$ cat src/ddcr_pkg.sv
// Package with register map, field layout and filter chain encodings
//----------------------------------------------------------------------
// Functional notes
// - IF mode field bits 5:4 picks variable IF (00), zero IF (01), quarter-rate IF (10) or test (11).
// - Complex-to-real bit 3 at 0 gives valid I and Q; at 1 only real I with an extra quarter-rate mix.
// - Decimation select 000/001/010/011 picks halfband 1-2, 1-3, 1-4, or 1 alone, ratio doubled when complex.
// - Select 100/101/110 chains halfband one (plus two, plus three) with thirdband two for 3/6/12, doubled when complex.
// - Select 111 takes chain and ratio from the extended field in bits 7:4 of the input select register.
// - The extended field acts only while the primary select is 111 and is ignored otherwise.
// - Extended 0 chains thirdband two with halfbands four to one for 48 complex or 24 real.
// - Extended 2/3/4 put fifthband two ahead of one/two/three halfbands for 10/20/40 complex, halved real.
// - Extended 7/8/9 use thirdband one alone, with fifthband, or with fifthband and halfband two: 3/15/30 only.
// - Q input select bit 2 routes channel A at 0 and channel B at 1 into the quadrature path.
// - I input select bit 0 routes channel A at 0 and channel B at 1 into the in-phase path.
// - In edge-driven channel selection the channel counter wraps to zero after reaching the low nibble.
// - Channel select mode 0 takes the oscillator channel straight from the low nibble.
// - Mode 1000 counts rising edges of the first general pin, mode 1010 those of the second.
//----------------------------------------------------------------------
package ddcr_pkg;
  localparam logic [11:0] DDCR_CTRL_ADDR = 12'h310;
  localparam logic [11:0] DDCR_INSEL_ADDR = 12'h311;
  localparam logic [11:0] DDCR_OSC_ADDR = 12'h314;
  localparam logic [7:0] DDCR_CTRL_RST = 8'h00;
  localparam logic [7:0] DDCR_INSEL_RST = 8'h00;
  localparam logic [7:0] DDCR_OSC_RST = 8'h00;
  localparam logic [7:0] DDCR_INSEL_MASK = 8'hF5;
  localparam int DDCR_IF_LSB = 4;
  localparam int DDCR_C2R_BIT = 3;
  localparam int DDCR_EXT_LSB = 4;
  localparam int DDCR_QSEL_BIT = 2;
  localparam int DDCR_ISEL_BIT = 0;
  localparam int DDCR_MODE_LSB = 4;
  localparam logic [2:0] DDCR_DEC_EXT = 3'h7;
  localparam logic [3:0] DDCR_MODE_DIRECT = 4'h0;
  localparam logic [3:0] DDCR_MODE_PIN_FIRST = 4'h8;
  localparam logic [3:0] DDCR_MODE_PIN_SECOND = 4'hA;
  // Filter enable vector bit positions
  localparam int DDCR_F_HB1 = 0;
  localparam int DDCR_F_HB2 = 1;
  localparam int DDCR_F_HB3 = 2;
  localparam int DDCR_F_HB4 = 3;
  localparam int DDCR_F_TB1 = 4;
  localparam int DDCR_F_TB2 = 5;
  localparam int DDCR_F_FB2 = 6;
  typedef enum logic [1:0] {
    DDCR_IF_VARIABLE,
    DDCR_IF_ZERO,
    DDCR_IF_QUARTER,
    DDCR_IF_TEST
  } ddcr_if_mode_t;
endpackage : ddcr_pkg

$ cat src/ddcr_regs.sv
// Downconverter channel zero configuration registers on APB
`timescale 1ns/1ps
module ddcr_regs
  import ddcr_pkg::*;
(
  input wire logic pclk,
  input wire logic presetn,
  input wire logic psel,
  input wire logic penable,
  input wire logic pwrite,
  input wire logic [31:0] paddr,
  input wire logic [31:0] pwdata,
  input wire logic [3:0] pstrb,
  output logic [31:0] prdata,
  output logic pready,
  output logic pslverr,
  input wire logic general_pin_first,
  input wire logic general_pin_second,
  output ddcr_pkg::ddcr_if_mode_t if_mode,
  output logic complex_to_real,
  output logic q_valid,
  output logic quarter_mix_en,
  output logic [6:0] filter_enable,
  output logic [5:0] decimation_ratio,
  output logic ratio_supported,
  output logic q_input_channel_b,
  output logic i_input_channel_b,
  output logic [3:0] oscillator_channel
);
  import ddcr_pkg::*;

  //--------------------------------------------------------------------
  // Register file and APB slave
  //--------------------------------------------------------------------
  logic [7:0] ctrl_reg, ctrl_next;
  logic [7:0] insel_reg, insel_next;
  logic [7:0] osc_reg, osc_next;
  logic [31:0] rdata_reg, rdata_next;
  logic err_reg, err_next;
  logic [13:0] word;
  logic hit_ctrl, hit_insel, hit_osc, access, wr;

  // Offset 0x311 is not a word multiple, so all offsets act as word indexes
  assign word = paddr[15:2];
  assign hit_ctrl = (word == 14'(DDCR_CTRL_ADDR)) && (paddr[1:0] == 2'h0);
  assign hit_insel = (word == 14'(DDCR_INSEL_ADDR)) && (paddr[1:0] == 2'h0);
  assign hit_osc = (word == 14'(DDCR_OSC_ADDR)) && (paddr[1:0] == 2'h0);
  assign access = psel && !penable;
  assign wr = psel && penable && pwrite && pstrb[0];
  assign pready = 1'b1;

  always_comb
  begin
    ctrl_next = ctrl_reg;
    insel_next = insel_reg;
    osc_next = osc_reg;
    rdata_next = rdata_reg;
    err_next = err_reg;
    if (access)
    begin
      err_next = !(hit_ctrl || hit_insel || hit_osc);
      rdata_next = 32'h0;
      if (hit_ctrl)
        rdata_next = {24'h0, ctrl_reg};
      else if (hit_insel)
        rdata_next = {24'h0, insel_reg};
      else if (hit_osc)
        rdata_next = {24'h0, osc_reg};
    end
    if (wr)
    begin
      if (hit_ctrl)
        ctrl_next = pwdata[7:0];
      if (hit_insel)
        insel_next = pwdata[7:0] & DDCR_INSEL_MASK;
      if (hit_osc)
        osc_next = pwdata[7:0];
    end
  end

  always_ff @(posedge pclk or negedge presetn)
  begin
    if (!presetn)
    begin
      ctrl_reg <= DDCR_CTRL_RST;
      insel_reg <= DDCR_INSEL_RST;
      osc_reg <= DDCR_OSC_RST;
      rdata_reg <= 32'h0;
      err_reg <= 1'b0;
    end
    else
    begin
      ctrl_reg <= ctrl_next;
      insel_reg <= insel_next;
      osc_reg <= osc_next;
      rdata_reg <= rdata_next;
      err_reg <= err_next;
    end
  end

  // Read data is captured in setup, so the zero-wait answer is stable
  assign prdata = rdata_reg;
  assign pslverr = err_reg && psel && penable;

  //--------------------------------------------------------------------
  // Filter chain decode
  //--------------------------------------------------------------------
  logic [2:0] dec_sel;
  logic [3:0] ext_sel;
  logic c2r;
  logic [6:0] fen_reg, fen_next;
  logic [5:0] ratio_reg, ratio_next;
  logic sup_reg, sup_next;
  logic [5:0] base;
  logic half_ok;

  assign dec_sel = ctrl_reg[2:0];
  assign ext_sel = insel_reg[DDCR_EXT_LSB +: 4];
  assign c2r = ctrl_reg[DDCR_C2R_BIT];

  always_comb
  begin
    fen_next = 7'h0;
    base = 6'h0;
    half_ok = 1'b1;
    sup_next = 1'b1;
    if (dec_sel != DDCR_DEC_EXT)
    begin
      fen_next[DDCR_F_HB1] = 1'b1;
      unique case (dec_sel)
        3'h0:
        begin
          fen_next[DDCR_F_HB2] = 1'b1;
          base = 6'h4;
        end
        3'h1:
        begin
          fen_next[DDCR_F_HB3:DDCR_F_HB2] = 2'h3;
          base = 6'h8;
        end
        3'h2:
        begin
          fen_next[DDCR_F_HB4:DDCR_F_HB2] = 3'h7;
          base = 6'h10;
        end
        3'h3: base = 6'h2;
        3'h4:
        begin
          fen_next[DDCR_F_TB2] = 1'b1;
          base = 6'h6;
        end
        3'h5:
        begin
          fen_next[DDCR_F_TB2] = 1'b1;
          fen_next[DDCR_F_HB2] = 1'b1;
          base = 6'hC;
        end
        default:
        begin
          fen_next[DDCR_F_TB2] = 1'b1;
          fen_next[DDCR_F_HB3:DDCR_F_HB2] = 2'h3;
          base = 6'h18;
        end
      endcase
    end
    else
    begin
      case (ext_sel)
        4'h0:
        begin
          fen_next[DDCR_F_TB2] = 1'b1;
          fen_next[DDCR_F_HB4:DDCR_F_HB1] = 4'hF;
          base = 6'h30;
        end
        4'h2:
        begin
          fen_next[DDCR_F_FB2] = 1'b1;
          fen_next[DDCR_F_HB1] = 1'b1;
          base = 6'hA;
        end
        4'h3:
        begin
          fen_next[DDCR_F_FB2] = 1'b1;
          fen_next[DDCR_F_HB2:DDCR_F_HB1] = 2'h3;
          base = 6'h14;
        end
        4'h4:
        begin
          fen_next[DDCR_F_FB2] = 1'b1;
          fen_next[DDCR_F_HB3:DDCR_F_HB1] = 3'h7;
          base = 6'h28;
        end
        4'h7:
        begin
          fen_next[DDCR_F_TB1] = 1'b1;
          base = 6'h3;
          half_ok = 1'b0;
        end
        4'h8:
        begin
          fen_next[DDCR_F_TB1] = 1'b1;
          fen_next[DDCR_F_FB2] = 1'b1;
          base = 6'hF;
          half_ok = 1'b0;
        end
        4'h9:
        begin
          fen_next[DDCR_F_TB1] = 1'b1;
          fen_next[DDCR_F_FB2] = 1'b1;
          fen_next[DDCR_F_HB2] = 1'b1;
          base = 6'h1E;
          half_ok = 1'b0;
        end
        default:
        begin
          sup_next = 1'b0;
        end
      endcase
    end
    // Complex output runs at the full ratio, real output at half
    ratio_next = base;
    if (c2r)
    begin
      ratio_next = {1'b0, base[5:1]};
      if (!half_ok)
        sup_next = 1'b0;
    end
  end

  always_ff @(posedge pclk or negedge presetn)
  begin
    if (!presetn)
    begin
      fen_reg <= 7'h0;
      ratio_reg <= 6'h0;
      sup_reg <= 1'b0;
    end
    else
    begin
      fen_reg <= fen_next;
      ratio_reg <= ratio_next;
      sup_reg <= sup_next;
    end
  end

  assign filter_enable = fen_reg;
  assign decimation_ratio = ratio_reg;
  assign ratio_supported = sup_reg;
  assign if_mode = ddcr_if_mode_t'(ctrl_reg[DDCR_IF_LSB +: 2]);
  assign complex_to_real = c2r;
  assign q_valid = !c2r;
  assign quarter_mix_en = c2r;
  assign q_input_channel_b = insel_reg[DDCR_QSEL_BIT];
  assign i_input_channel_b = insel_reg[DDCR_ISEL_BIT];

  //--------------------------------------------------------------------
  // Oscillator channel selection
  //--------------------------------------------------------------------
  logic [1:0] pin_a_sync, pin_b_sync;
  logic pin_a_last, pin_b_last;
  logic [3:0] cnt_reg, cnt_next;
  logic [3:0] mode;
  logic step;

  assign mode = osc_reg[DDCR_MODE_LSB +: 4];

  // Pins are asynchronous; edges are taken from the second stage only
  always_ff @(posedge pclk or negedge presetn)
  begin
    if (!presetn)
    begin
      pin_a_sync <= 2'h0;
      pin_b_sync <= 2'h0;
      pin_a_last <= 1'b0;
      pin_b_last <= 1'b0;
      cnt_reg <= 4'h0;
    end
    else
    begin
      pin_a_sync <= {pin_a_sync[0], general_pin_first};
      pin_b_sync <= {pin_b_sync[0], general_pin_second};
      pin_a_last <= pin_a_sync[1];
      pin_b_last <= pin_b_sync[1];
      cnt_reg <= cnt_next;
    end
  end

  always_comb
  begin
    step = 1'b0;
    if (mode == DDCR_MODE_PIN_FIRST)
      step = pin_a_sync[1] && !pin_a_last;
    else if (mode == DDCR_MODE_PIN_SECOND)
      step = pin_b_sync[1] && !pin_b_last;
    cnt_next = cnt_reg;
    if (step)
    begin
      if (cnt_reg >= osc_reg[3:0])
        cnt_next = 4'h0;
      else
        cnt_next = cnt_reg + 4'h1;
    end
  end

  // Other modes fall back to the direct nibble
  assign oscillator_channel = (mode == DDCR_MODE_PIN_FIRST ||
    mode == DDCR_MODE_PIN_SECOND) ? cnt_reg : osc_reg[3:0];
endmodule : ddcr_regs

$ cat config.mk
export PLATFORM = sky130hd
export DESIGN_NAME = ddcr_regs
export DESIGN_NICKNAME = d
export VERILOG_FILES = /design/src/ddcr_pkg.sv /design/src/ddcr_regs.sv
export SDC_FILE = /design/constraint.sdc
export NUM_CORES = 1
export LEC_CHECK = 0
export BUFFER_PORTS_ARGS = -buffer_cell sky130_fd_sc_hd__buf_2
export CELL_PAD_IN_SITES_DETAIL_PLACEMENT = 1
export CELL_PAD_IN_SITES_GLOBAL_PLACEMENT = 1
export CORE_MARGIN = 3
export CORE_UTILIZATION = 37
export CTS_BUF_LIST = sky130_fd_sc_hd__clkbuf_16
export CTS_CLUSTER_DIAMETER = 50
export DETAILED_ROUTE_END_ITERATION = 7
export PLACE_DENSITY = 0.93
export SLEW_MARGIN = 20
export SYNTH_ARGS = -nofsm -noshare
export SYNTH_HDL_FRONTEND = slang
export SYNTH_SLANG_ARGS = --single-unit
export TNS_END_PERCENT = 30
$ cat constraint.sdc
create_clock -name pclk -period 4.12 [get_ports pclk]
set_input_delay 0.824 -clock pclk [delete_from_list [all_inputs] [get_ports pclk]]
set_output_delay 0.824 -clock pclk [all_outputs]
set_load 0.01 [all_outputs]
---- Word level (Yosys, flattened, before mapping) ----
Index checks and enable logic that the tools add are counted.
storage, ports and cells
  bits in registers ....................... 79
  input bits .............................. 75
  output and inout bits ................... 59
  logic and storage cells ................. 97
operators by class
  $add $sub $neg .......................... 1
  order comparisons ....................... 1
  eq/ne operators ......................... 17
  muxes and demuxes ....................... 31
  reduce and logical (&&, ||, !) cells .... 34
operators by type and width
  operator              count
  $eq 14x10->1 const B  3
  $pmux 6 s7            1
  $mux 32               1
  $pmux 5 s6            1
  $mux 1                21
  $eq 4x4->1 const B    4
  $mux 8                2
  $reduce_or 4->1       4
  $mux 4                3
  $mux 6                2
  $logic_and 1x1->1     11
  $eq 4x2->1 const B    2
  $eq 4x3->1 const B    2
  $reduce_or 7->1       1
  $eq 3x2->1 const B    2
  $eq 3x3->1 const B    2
  $reduce_and 2->1      3
  $logic_not 1->1       5
  $reduce_or 5->1       1
  $add 4x1->4 const B   1
  $ge 4x4->1            1
  $logic_not 4->1       1
  $reduce_or 2->1       2
  $eq 3x1->1 const B    1
  5 further kinds       7

---- Longest topological paths before layout ----
  depth after elaboration ................. 6
  gate-level depth with buffers ........... 6
  gate-level depth less buffers ........... 6

---- Worst setup path after synthesis ----
No wires, ideal clock.
  path type ............................... input to register
  from .................................... in paddr[13]
  to ...................................... reg ctrl_reg[0]
  setup time .............................. 0.125 ns
  data arrival time ....................... 2.337 ns
  data required time ...................... 3.995 ns
  path slack .............................. 1.658 ns
  stages .................................. 5
  path buffers ............................ 1
  path through ............................ or4_4 > nor4_4 > and3_1 > buf_6 > mux2_2
between the ends
  cells in the longest elaborated chain, start to end .. 3
ends and longest elaborated chain
  what                        RTL line         text
  start: declaration          ddcr_regs.sv:11  input wire logic [31:0] paddr,
  $eq 14x10->1                ddcr_regs.sv:45  assign hit_ctrl = (word == 14'(DDCR_CTRL_ADDR)) && (paddr[1:0] == 2'h0);
  $logic_and 1x1->1           ddcr_regs.sv:45
  $reduce_and 2->1 (no line)  n/a
  end signal: assignment      ddcr_regs.sv:93  ctrl_reg <= ctrl_next;
  end: declaration            ddcr_regs.sv:35  logic [7:0] ctrl_reg, ctrl_next;
Every way passes these cells.
A chain may end at the register's enable or synchronous reset.

---- Worst setup path in the final report ----
  from .................................... reg osc_reg[4]
  to ...................................... out oscillator_channel[0]
between the ends
  cells in the longest elaborated chain, start to end .. 3
  elaborated cells between the ends (all ways) .. 4
  classes of those cells .................. eq/ne: 2; mux: 1; reduce/logical: 1
ends and longest elaborated chain
  what                           RTL line                            text
  start: declaration             ddcr_regs.sv:37                     logic [7:0] osc_reg, osc_next;
  start signal: assignment       ddcr_regs.sv:95                     osc_reg <= osc_next;
  $eq 4x4->1 (on tied branches)  ddcr_regs.sv:306, ddcr_regs.sv:307
  $logic_or 1x1->1 (*)           ddcr_regs.sv:306                    assign oscillator_channel = (mode == DDCR_MODE_PIN_FIRST ||
  $mux 4 (*)                     ddcr_regs.sv:307                    mode == DDCR_MODE_PIN_SECOND) ? cnt_reg : osc_reg[3:0];
  end: declaration               ddcr_regs.sv:28                     output logic [3:0] oscillator_channel
Every way passes the cells marked *; elsewhere a longest branch is shown, timed or not.

==> results.txt <==
most frequent cells in the layout: buf_2 (65), dfrtp_1 (55), conb_1 (25), mux2_2 (23), nand2_1 (22)
total clock sinks: 55
Flop pwr share: 53.9%
DR vias/cell: 4.944
async set-reset flop share out of synthesis: 100.0%
status: finished clean
Crit path required time: 3300 ps
Hold WS: 353.6 ps
Starting DRT DRC Count: 33
H-tree levels: 2
Int Pwr: 0.7830 mW
RSZ-0062 raised after global routing: false
port bufs: 65
global-route wire length before repair: 11160 um
Clock transition at path regs: 70 ps
max-cap violations: 0
EDFF count, synth: 0
Post-CTS Setup Bufs: 0
initial antenna violation count: 0
switching share of power: 22.37%
leading area contributor after synthesis: dfrtp_1
Total GRT Usage: 15.96%
Critical Path End Type: primary output
Via Count: 2136
initial core utilization: 38.95%
max incr delay on CP: 690 ps
DRC viols: 0
WL final: 6779 um
CTS tree: built
Ports: 134
die footprint: 8893 um2
FILL cells: 851
Rows: 31
Synth Warn #: 0
post-synthesis sequential area ratio: 47.70%
Post-DRT Antenna Nets: 0
Max rail drop VDD: 0.1613 mV
synthesized area: 2885 um2
Post-Synthesis Cells: 276
top_reg_cell synth: dfrtp_1
clk root buf: clkbuf_16
final global-route overflow total: 0
clk_lat worst skew: 290 ps
nets@finish: 412
Bufs and invs on worst path: 1
Worst Tran Pin Value: 936.8 ps
Switching Power: 0.2256 mW
share of cells above drive strength 1: 31.53%
commonest non-fill, non-tap cell in the layout: buf_2
Post-CTS Resized: 0
min-delay worst type: reg2reg
WL per Instance: 15.69 um
CP max stage cell: nor3b_1
fin area: 3311 um2
Final GP Congestion: 0.7758
Yosys reg bits: 55
Final Skew: 7.651 ps
Pins Over Slew Limit: 0
deepest clock path buffer count: 2
CP max FO: 8
largest net degree at the start of global routing: 32
Synth cell types: 51
DRT Pass-1 Iters: 4
Die Height: 94.31 um
Lkg Pwr: 1.666 nW
post-DP HPWL: 5293 um
Comb pwr share: 5.2%
Setup Viol. Count Final: 0
worst rel slew slack: 35.93%
placed inst area: 3166 um2
WP data arrival: 1930 ps
final hold vios: 0
Crit path max-delay family: simple AND/OR/NAND/NOR gates
Ant. Diodes: 0
vias in the first global route: 2277
Mapped Avg Cell Area: 10.45 um2
min Tclk post-route: 2750 ps
top-area cell type share of the netlist area: 47.70%
crit path kind: reg2out
total power: 1.009 mW
fmax: 0.3636 GHz
clock share of power: 40.9%
crit start category: register
Core Region: 7408 um2
power per cell area: 304.7 nW/um2
Area Overhead vs Synth: 14.74%
TNS Setup: 0 ps
number of buffers created by CTS: 5
final worst path period share: 66.75%
hold_buf cts: 0
Die Width: 94.31 um
CP cell instances: nor3b_1, mux2_2, buf_2
top cells by area, synth: dfrtp_1 (48%), mux2_2 (9.0%), buf_4 (7.3%)
synth_stat cells, types with 2 or more instances:
cell type  instances
nand3_1            4
nor2b_1            3
a21oi_1           15
mux2i_1            9
dfrtp_1           55
o21bai_1           2
nand2b_1           5
and2_1             4
buf_4             28
conb_1             2
nor3b_1            3
or3_1              2
o21ai_0           16
nand2_1           22
inv_1              9
nor3_1             3
or2_2              2
clkbuf_1          10
ha_1               5
a31oi_1            2
mux2_2            23
o211ai_1           4
and3_1             2
a211oi_1           3
o31ai_1            4
nor2_1            14
metrics by stage:
stage / utilization [%] / worst slack [ps] / cells
5_1_grt: 44.69 / 1221 / 432
2_1_floorplan: - / 1658 / 299
4_1_cts: 44.69 / 1356 / 432
6_report: 44.69 / 1370 / 432
3_3_place_gp: 42.73 / 1316 / 424
3_5_place_dp: 42.73 / 1258 / 424
per-layer routing:
metal	global-route usage, %	part of all wire (%)	wire, um
met2	29.14	53	3596
met1	18.78	41	2755
met4	3.610	0.93	63
met3	4.006	5.4	364
met5	0	0	0
layout make-up:
type                            count  area [um2]  area share, %
Clock buffer                        5       125.1          3.779
Clock inverter                      3       20.02         0.6047
Inverter                           10       37.54          1.134
Multi-Input combinational cell    194        1295          39.12
Sequential cell                    55        1376          41.57
Tap cell                           99       123.9          3.741
Timing Repair Buffer               66       332.8          10.05
worst register-to-register path: stages, from the launching register on:
cell and delay [ps]:
dfrtp_1 440, inv_1 70, ha_1 270, nand2b_1 140, a2111oi_0 850, o21bai_1 300
o311ai_1 280
power by group through the flow:
stage / combinational (mW) / clock (mW) / sequential (mW)
floorplan: 0.0393 / 0 / 0.554
global placement: 0.0509 / 0 / 0.554
detailed placement: 0.0524 / 0 / 0.554
CTS: 0.0527 / 0.427 / 0.543
global route: 0.0596 / 0.456 / 0.544
finish: 0.0524 / 0.413 / 0.543
logic make-up after synthesis:
group | after synthesis | share of synthesized area [%]
simple gates | 77 | 15.57
flops | 55 | 47.70
compound gates | 53 | 11.19
buf+inv | 50 | 10.41
mux | 32 | 12.10
fa+ha+maj | 5 | 2.168
other cells | 2 | 0.2603
xor+xnor | 2 | 0.6072
final timing paths:
check,startpoint,endpoint,slack (ps),depth (start not counted)
worst max-delay path,osc_reg[4],oscillator_channel[0],1370,3
worst min-delay path,pin_a_sync[0],pin_a_sync[1],350,0
worst max register to register,cnt_reg[0],cnt_reg[2],1680,6
worst min register to register,pin_a_sync[0],pin_a_sync[1],350,0
max in group asynchronous,presetn,osc_reg[3],2820,2
min in group asynchronous,presetn,prdata[7],500,1
(Power assumes the default switching activity.)
